## src/tid_pkg.sv

```systemverilog
// Constants and types shared by both ends of the test access port link.
// Assumes both ends run on one system clock; the test clock is a sampled pin.
package tid_pkg;
    // ------------------------------------------------------------
    // Instruction codes, MSB on the left
    // ------------------------------------------------------------
    localparam int IR_W = 3;
    localparam logic [2:0] IR_EXTEST = 3'h0;
    localparam logic [2:0] IR_IDCODE = 3'h1;
    localparam logic [2:0] IR_SAMPLE_Z = 3'h2;
    localparam logic [2:0] IR_RSVD_A = 3'h3;
    localparam logic [2:0] IR_SAMPLE = 3'h4;
    localparam logic [2:0] IR_PRIVATE = 3'h5;
    localparam logic [2:0] IR_RSVD_B = 3'h6;
    localparam logic [2:0] IR_BYPASS = 3'h7;
    localparam logic [1:0] IR_CAPTURE_VAL = 2'h1;
    // ------------------------------------------------------------
    // Register sizes and timing
    // ------------------------------------------------------------
    localparam int ID_W = 32;
    localparam int BSR_W_DEF = 8;
    localparam int RESET_TMS_ONES = 5;
    localparam int SYS_CLK_NS = 25;
    localparam int TCK_HALF_NS = 100;
    localparam int TCK_HALF_CYC = (TCK_HALF_NS + SYS_CLK_NS - 1) / SYS_CLK_NS;
    // ------------------------------------------------------------
    // Port controller states (standard sequence)
    // ------------------------------------------------------------
    typedef enum logic [3:0] {
        ST_RESET = 4'h0, ST_IDLE = 4'h1, ST_SEL_DR = 4'h2, ST_CAP_DR = 4'h3,
        ST_SH_DR = 4'h4, ST_EX1_DR = 4'h5, ST_PAU_DR = 4'h6, ST_EX2_DR = 4'h7,
        ST_UPD_DR = 4'h8, ST_SEL_IR = 4'h9, ST_CAP_IR = 4'hA, ST_SH_IR = 4'hB,
        ST_EX1_IR = 4'hC, ST_PAU_IR = 4'hD, ST_EX2_IR = 4'hE, ST_UPD_IR = 4'hF
    } tid_state_t;
    // Next state from current state and sampled mode select
    function automatic tid_state_t tid_next(input tid_state_t s, input logic m);
        case (s)
            ST_RESET: tid_next = m ? ST_RESET : ST_IDLE;
            ST_IDLE: tid_next = m ? ST_SEL_DR : ST_IDLE;
            ST_SEL_DR: tid_next = m ? ST_SEL_IR : ST_CAP_DR;
            ST_CAP_DR: tid_next = m ? ST_EX1_DR : ST_SH_DR;
            ST_SH_DR: tid_next = m ? ST_EX1_DR : ST_SH_DR;
            ST_EX1_DR: tid_next = m ? ST_UPD_DR : ST_PAU_DR;
            ST_PAU_DR: tid_next = m ? ST_EX2_DR : ST_PAU_DR;
            ST_EX2_DR: tid_next = m ? ST_UPD_DR : ST_SH_DR;
            ST_UPD_DR: tid_next = m ? ST_SEL_DR : ST_IDLE;
            ST_SEL_IR: tid_next = m ? ST_RESET : ST_CAP_IR;
            ST_CAP_IR: tid_next = m ? ST_EX1_IR : ST_SH_IR;
            ST_SH_IR: tid_next = m ? ST_EX1_IR : ST_SH_IR;
            ST_EX1_IR: tid_next = m ? ST_UPD_IR : ST_PAU_IR;
            ST_PAU_IR: tid_next = m ? ST_EX2_IR : ST_PAU_IR;
            ST_EX2_IR: tid_next = m ? ST_UPD_IR : ST_SH_IR;
            ST_UPD_IR: tid_next = m ? ST_SEL_DR : ST_IDLE;
            default: tid_next = ST_RESET;
        endcase
    endfunction : tid_next
endpackage : tid_pkg

```

## src/tid_link_if.sv

```systemverilog
// Four-wire test link between the scan controller and the memory port.
// Assumes one clock/reset pair for both ends; no tri-state here.
`timescale 1ns/1ps
interface tid_link_if;
    logic tck;
    logic tms;
    logic tdi;
    logic tdo;
    logic tdo_oe;
    modport dev (input tck, input tms, input tdi, output tdo, output tdo_oe);
    modport ctl (output tck, output tms, output tdi, input tdo, input tdo_oe);
endinterface : tid_link_if

```

## src/tid_dev.sv

```systemverilog
// Memory-side test access port: controller, instruction and data registers.
// Assumes link pins are asynchronous; each passes two flip-flops first.
`timescale 1ns/1ps
module tid_dev
    import tid_pkg::*;
#(
    parameter int BSR_W = BSR_W_DEF,
    parameter logic [BSR_W-1:0] BSR_PIN_MASK = '1,
    parameter logic [BSR_W-1:0] BSR_DEFAULT = '1,
    parameter logic [ID_W-1:0] ID_VALUE = 32'h1234_5679 // Arbitrary code
) (
    // Clock and reset
    input wire logic i_sys_clk,
    input wire logic i_nrst,
    // Link
    tid_link_if.dev link,
    // Memory pin ring and output control
    input wire logic [BSR_W-1:0] i_pins,
    output logic [BSR_W-1:0] o_bsr_par,
    output logic o_bsr_drive,
    output logic o_out_float,
    output logic [IR_W-1:0] o_instr
);
    // ------------------------------------------------------------
    // State
    // ------------------------------------------------------------
    typedef struct packed {
        logic [1:0] tck_s;
        logic [1:0] tms_s;
        logic [1:0] tdi_s;
        logic [BSR_W-1:0] pin_s0;
        logic [BSR_W-1:0] pin_s1;
        logic tck_prev;
        tid_state_t st;
        logic [IR_W-1:0] ir_sh;
        logic [IR_W-1:0] ir;
        logic byp;
        logic [ID_W-1:0] id_sh;
        logic [BSR_W-1:0] bsr;
        logic [BSR_W-1:0] bsr_par;
        logic drive;
        logic flt;
        logic tdo;
        logic tdo_oe;
    } tid_dev_t;
    tid_dev_t s_q, s_d;
    logic rise, fall;
    logic [IR_W-1:0] ir_eff;

    // Codes that put the boundary register between data in and out
    function automatic logic tid_sel_bsr(input logic [IR_W-1:0] code);
        return (code == IR_EXTEST) || (code == IR_SAMPLE) || (code == IR_SAMPLE_Z);
    endfunction : tid_sel_bsr

    // Next state on sampled test clock edges
    always_comb begin
        s_d = s_q;
        s_d.tck_s = {s_q.tck_s[0], link.tck};
        s_d.tms_s = {s_q.tms_s[0], link.tms};
        s_d.tdi_s = {s_q.tdi_s[0], link.tdi};
        // Memory pins come from another clock; two flops before capture
        s_d.pin_s0 = i_pins;
        s_d.pin_s1 = s_q.pin_s0;
        s_d.tck_prev = s_q.tck_s[1];
        rise = s_q.tck_s[1] & ~s_q.tck_prev;
        fall = ~s_q.tck_s[1] & s_q.tck_prev;
        ir_eff = s_q.ir;
        if (rise) begin
            // Rising edge: capture and shift, then advance
            case (s_q.st)
                ST_CAP_IR: s_d.ir_sh = {s_q.ir_sh[IR_W-1:2], IR_CAPTURE_VAL};
                ST_SH_IR: s_d.ir_sh = {s_q.tdi_s[1], s_q.ir_sh[IR_W-1:1]};
                ST_CAP_DR: begin
                    // Only the selected data register captures; the others hold
                    if (ir_eff == IR_IDCODE) begin
                        s_d.id_sh = ID_VALUE;
                    end else if (tid_sel_bsr(ir_eff)) begin
                        // Pins where bonded, defaults elsewhere
                        s_d.bsr = (s_q.pin_s1 & BSR_PIN_MASK)
                            | (BSR_DEFAULT & ~BSR_PIN_MASK);
                    end else begin
                        s_d.byp = 1'b0;
                    end
                end
                ST_SH_DR: begin
                    // Preload survives scans through the other registers
                    if (ir_eff == IR_IDCODE) begin
                        s_d.id_sh = {s_q.tdi_s[1], s_q.id_sh[ID_W-1:1]};
                    end else if (tid_sel_bsr(ir_eff)) begin
                        s_d.bsr = {s_q.tdi_s[1], s_q.bsr[BSR_W-1:1]};
                    end else begin
                        s_d.byp = s_q.tdi_s[1];
                    end
                end
                default: ;
            endcase
            s_d.st = tid_next(s_q.st, s_q.tms_s[1]);
        end
        if (fall) begin
            // Falling edge: update, output drive and data out
            case (s_q.st)
                ST_RESET: s_d.ir = IR_IDCODE;
                ST_UPD_IR: s_d.ir = s_q.ir_sh;
                default: ;
            endcase
            // Unselected data scans leave the parallel latch alone
            if (s_q.st == ST_UPD_IR || (s_q.st == ST_UPD_DR && tid_sel_bsr(s_q.ir)))
                s_d.bsr_par = s_q.bsr;
            // Drive only under external test; float only under sample-z
            s_d.drive = (s_d.ir == IR_EXTEST);
            s_d.flt = (s_d.ir == IR_SAMPLE_Z);
            s_d.tdo_oe = (s_q.st == ST_SH_IR || s_q.st == ST_SH_DR);
            if (s_q.st == ST_SH_IR)
                s_d.tdo = s_q.ir_sh[0];
            else begin
                case (s_q.ir)
                    IR_EXTEST, IR_SAMPLE, IR_SAMPLE_Z: s_d.tdo = s_q.bsr[0];
                    IR_IDCODE: s_d.tdo = s_q.id_sh[0];
                    default: s_d.tdo = s_q.byp;
                endcase
            end
        end
    end

    // Registers
    always_ff @(posedge i_sys_clk or negedge i_nrst) begin
        if (!i_nrst) begin
            s_q <= '0;
            s_q.st <= ST_RESET;
            s_q.ir <= IR_IDCODE;
            s_q.ir_sh <= IR_IDCODE;
        end else begin
            s_q <= s_d;
        end
    end

    assign link.tdo = s_q.tdo;
    assign link.tdo_oe = s_q.tdo_oe;
    assign o_bsr_par = s_q.bsr_par;
    assign o_bsr_drive = s_q.drive;
    assign o_out_float = s_q.flt;
    assign o_instr = s_q.ir;
endmodule : tid_dev

```

## src/flat_wrapper.sv

```systemverilog
// flat-port wrapper written by rule: the top's interface ports become plain ports
module tid_dev_flat import tid_pkg::*;
#(
    parameter int BSR_W = BSR_W_DEF,
    parameter logic [BSR_W-1:0] BSR_PIN_MASK = '1,
    parameter logic [BSR_W-1:0] BSR_DEFAULT = '1,
    parameter logic [ID_W-1:0] ID_VALUE = 32'h1234_5679                  
)
  (i_sys_clk, i_nrst, i_pins, o_bsr_par, o_bsr_drive, o_out_float, o_instr, link_tck, link_tms, link_tdi, link_tdo, link_tdo_oe);
  tid_link_if link_i ();
  input wire logic i_sys_clk;
  input wire logic i_nrst;
  input wire logic [BSR_W-1:0] i_pins;
  output logic [BSR_W-1:0] o_bsr_par;
  output logic o_bsr_drive;
  output logic o_out_float;
  output logic [IR_W-1:0] o_instr;
  input wire logic [$bits(link_i.tck)-1:0] link_tck;
  input wire logic [$bits(link_i.tms)-1:0] link_tms;
  input wire logic [$bits(link_i.tdi)-1:0] link_tdi;
  output wire logic [$bits(link_i.tdo)-1:0] link_tdo;
  output wire logic [$bits(link_i.tdo_oe)-1:0] link_tdo_oe;
  assign link_i.tck = link_tck;
  assign link_i.tms = link_tms;
  assign link_i.tdi = link_tdi;
  assign link_tdo = link_i.tdo;
  assign link_tdo_oe = link_i.tdo_oe;
  tid_dev #(.BSR_W(BSR_W), .BSR_PIN_MASK(BSR_PIN_MASK), .BSR_DEFAULT(BSR_DEFAULT), .ID_VALUE(ID_VALUE)) u_core (.i_sys_clk(i_sys_clk), .i_nrst(i_nrst), .link(link_i), .i_pins(i_pins), .o_bsr_par(o_bsr_par), .o_bsr_drive(o_bsr_drive), .o_out_float(o_out_float), .o_instr(o_instr));
endmodule
```

## config.mk

```make
export PLATFORM = sky130hd
export DESIGN_NAME = tid_dev_flat
export DESIGN_NICKNAME = d
export VERILOG_FILES = /design/src/tid_pkg.sv /design/src/tid_link_if.sv /design/src/tid_dev.sv /design/src/flat_wrapper.sv
export SDC_FILE = /design/constraint.sdc
export NUM_CORES = 1
export LEC_CHECK = 0
export ABC_AREA = 1
export BUFFER_PORTS_ARGS = -buffer_cell sky130_fd_sc_hd__buf_2
export CORE_MARGIN = 2
export CORE_UTILIZATION = 49
export DETAILED_ROUTE_END_ITERATION = 7
export PLACE_DENSITY_LB_ADDON = 0.25
export SYNTH_ARGS = -nofsm -noshare
export SYNTH_HDL_FRONTEND = slang
export SYNTH_SLANG_ARGS = --single-unit
```

## constraint.sdc

```tcl
create_clock -name i_sys_clk -period 2.5 [get_ports i_sys_clk]
set_input_delay 0.125 -clock i_sys_clk [delete_from_list [all_inputs] [get_ports i_sys_clk]]
set_output_delay 0.125 -clock i_sys_clk [all_outputs]
set_load 0.05 [all_outputs]
```

==> results.json <==
{
  "cp_max_fo": 55,
  "placed_cell_area_um2": 3800,
  "rsz0062_at_grt": "no",
  "drive_above_1_share": 0.1893,
  "fmax_ghz": 0.5360,
  "whs_ns": 0.2853,
  "min_period_over_period": 0.7462,
  "grt_pass1_vias": 2418,
  "synthFlopType": "dfrtp_1",
  "drc": 0,
  "path_class": "reg2reg",
  "async_flop_share": 1.000,
  "drt-initial-drc-count": 117,
  "hold_class": "in2async",
  "wl_per_cell_um": 12.14,
  "cp-start-kind": "flop",
  "num_rows": 31,
  "cts_buffers": 9,
  "routabilityCongestion": 0.8889,
  "dp_slack_ns": 0.6534,
  "cts_setup_buffers": 0,
  "cp_slowest_cell": "dfrtp_1",
  "synth_edf_count": 0,
  "fin_setup_tns_ns": 0,
  "n_antenna_cell": 0,
  "hold_viol_final": 0,
  "dp_hpwl_um": 4205,
  "worstPathRequired_ns": 2.75,
  "crit_top_cell": "nand2_2",
  "clock_latency_ns": 0.35,
  "stdcell_count": 527,
  "min_period_ns": 1.866,
  "cts_buffer_depth": 2,
  "ys_seq_area_frac": 0.5887,
  "stdcell_area_um2": 4106,
  "yosys.area.top_type_share": 0.5744,
  "drv_slew": 0,
  "clk_pin_slew_worst_paths_ns": 0.08,
  "setup_viol": 0,
  "worst_pin_slew_ns": 0.5213,
  "area_growth_pct": 12.21,
  "vias": 2581,
  "yosys_warnings": 0,
  "arrival_ns": 2.11,
  "die_w_um": 90.42,
  "grt_start_max_net_pins": 56,
  "max_cap_violations": 0,
  "synth_top_cell_by_area": "dfrtp_1",
  "io-pin-count": 28,
  "dieArea_um2": 8176,
  "critPathBufInv": 2,
  "worst_r2r_path_depth": 9,
  "crit_start": "u_core.s_q[60]",
  "synth.distinct_cells": 28,
  "syn_area_um2": 3660,
  "maxSlewHeadroom": 0.6525,
  "p_per_area_nw_per_um2": 885.0,
  "antenna_found_initial": 0,
  "finClkSkew_ns": 0.009134,
  "ys_seq_elements": 86,
  "io_buffers": 27,
  "via_per_inst": 4.898,
  "cts_tree": "yes",
  "synth_area_leaders": "dfrtp_1 (57%), nand2_1 (9.0%), nand3_1 (4.2%)",
  "grt_pass1_wl_um": 11210,
  "nets": 437,
  "worstReg2RegStart": "u_core.s_q[60]",
  "placed_cells": 500,
  "critPathMaxStageDelay_ns": 0.50,
  "synth_most_common_cell": "nand2_1",
  "drtAntennaViolNets": 0,
  "core-area_um2": 7253,
  "start_util": 0.5046,
  "r2r-end": "u_core.s_q[32]",
  "drt-pass1-iter-count": 4,
  "nFillCells": 647,
  "p_leak_nw": 2.052,
  "status": "finished clean",
  "fin_util": 0.5662,
  "power_mw": 3.634,
  "worstPathCellList": "nor2_2 -> nand2_2 -> nand2_2 -> nand2_4 -> nor2_8 -> buf_12 -> nand3_1 -> o21ai_1 -> inv_1",
  "synth_commonest_cells": "nand2_1 (88), dfrtp_1 (84), inv_1 (38)",
  "syn_area_per_cell_um2": 9.336,
  "grt-ovfl-total": 0,
  "clock-sinks": 86,
  "cts-htree-levels": 3,
  "track_usage": 0.1704,
  "root_buffer": "clkbuf_8",
  "rrSetupSlack_ns": 0.63,
  "end_kind": "flop",
  "dieHeight_um": 90.42,
  "finalWirelength_um": 6398,
  "setup_ws_ns": 0.6345,
  "ir_drop_mv": 0.2942,
  "synth_fp_nets": 405,
  "syn_inst": 392,
  "cp_top_family": "simple AND/OR/NAND/NOR gates"
}
final cells by class:
type	count	area, µm²	share of cell area
flip-flops and latches	86	2155	0.5247
multi-input cells	233	1146	0.2791
repair buffers	44	307.8	0.07495
inverters	50	187.7	0.04570
clock buffers	10	127.6	0.03108
well taps	99	123.9	0.03016
clock inverters	5	58.81	0.01432
logic make-up after synthesis:
family | after synthesis | share of synthesized area
AOI/OAI and AO/OA | 71 | 0.1138
buffers and inverters | 73 | 0.09812
DFF | 86 | 0.5887
and+or+nand+nor | 162 | 0.1993
worst max-delay path by stage:
stage,cells after the start,slack [ns],end
floorplan,10,0.93,u_core.s_q[41]
global placement,9,0.75,u_core.s_q[51]
detailed placement,9,0.65,u_core.s_q[51]
CTS,9,0.63,u_core.s_q[44]
global route,9,0.46,u_core.s_q[51]
finish,9,0.63,u_core.s_q[32]
worst reg2reg max path: stages, from the launching register on:
cell and delay [ns]:
dfrtp_1 0.50, nor2_2 0.24, nand2_2 0.17, nand2_2 0.13, nand2_4 0.08, nor2_8 0.09
buf_12 0.25, nand3_1 0.14, o21ai_1 0.11, inv_1 0.05
report_power, final:
part | internal [mW] | leakage [nW] | switching [mW]
Combinational | 0.269 | 0.845 | 0.666
Clock | 0.458 | 0.0888 | 0.477
Sequential | 1.61 | 1.12 | 0.153
repair_timing:
item                                   4_1_cts  5_1_grt
hold buffers                                12        0
resized for setup                            0        0
endpoints found under the hold margin       51        0
registers in the layout (all words and copies together), names as in the netlist:
register and cells:
u_core.o_bsr_drive 1, u_core.s_d 12, u_core.s_q 59, u_core.o_out_float 1
u_core.o_instr 3, u_core.link.tdo 1, u_core.link.tdo_oe 1, u_core.o_bsr_par 8
placed cells by master, fill, tap and decap left out, types with 9 or more instances in the layout:
master	n
buf_2	26
clkbuf_8	9
dfrtp_1	84
dlygate4sd3_1	12
inv_1	38
inv_2	12
nand2_1	88
nand3_1	31
nor2_1	27
o21ai_0	29
o21ai_1	17
o21ai_2	10
metal layers:
| metal | wire [µm] | vias up | global-route usage |
|---|---|---|---|
| met5 | 0 | - | 0 |
| met4 | 71 | 0 | 0.06154 |
| met3 | 271 | 6 | 0.04841 |
| met2 | 2964 | 55 | 0.2638 |
| met1 | 3092 | 1207 | 0.2307 |
| li1 | - | 1313 | - |
Note: power is estimated with default switching activity, not from simulation.
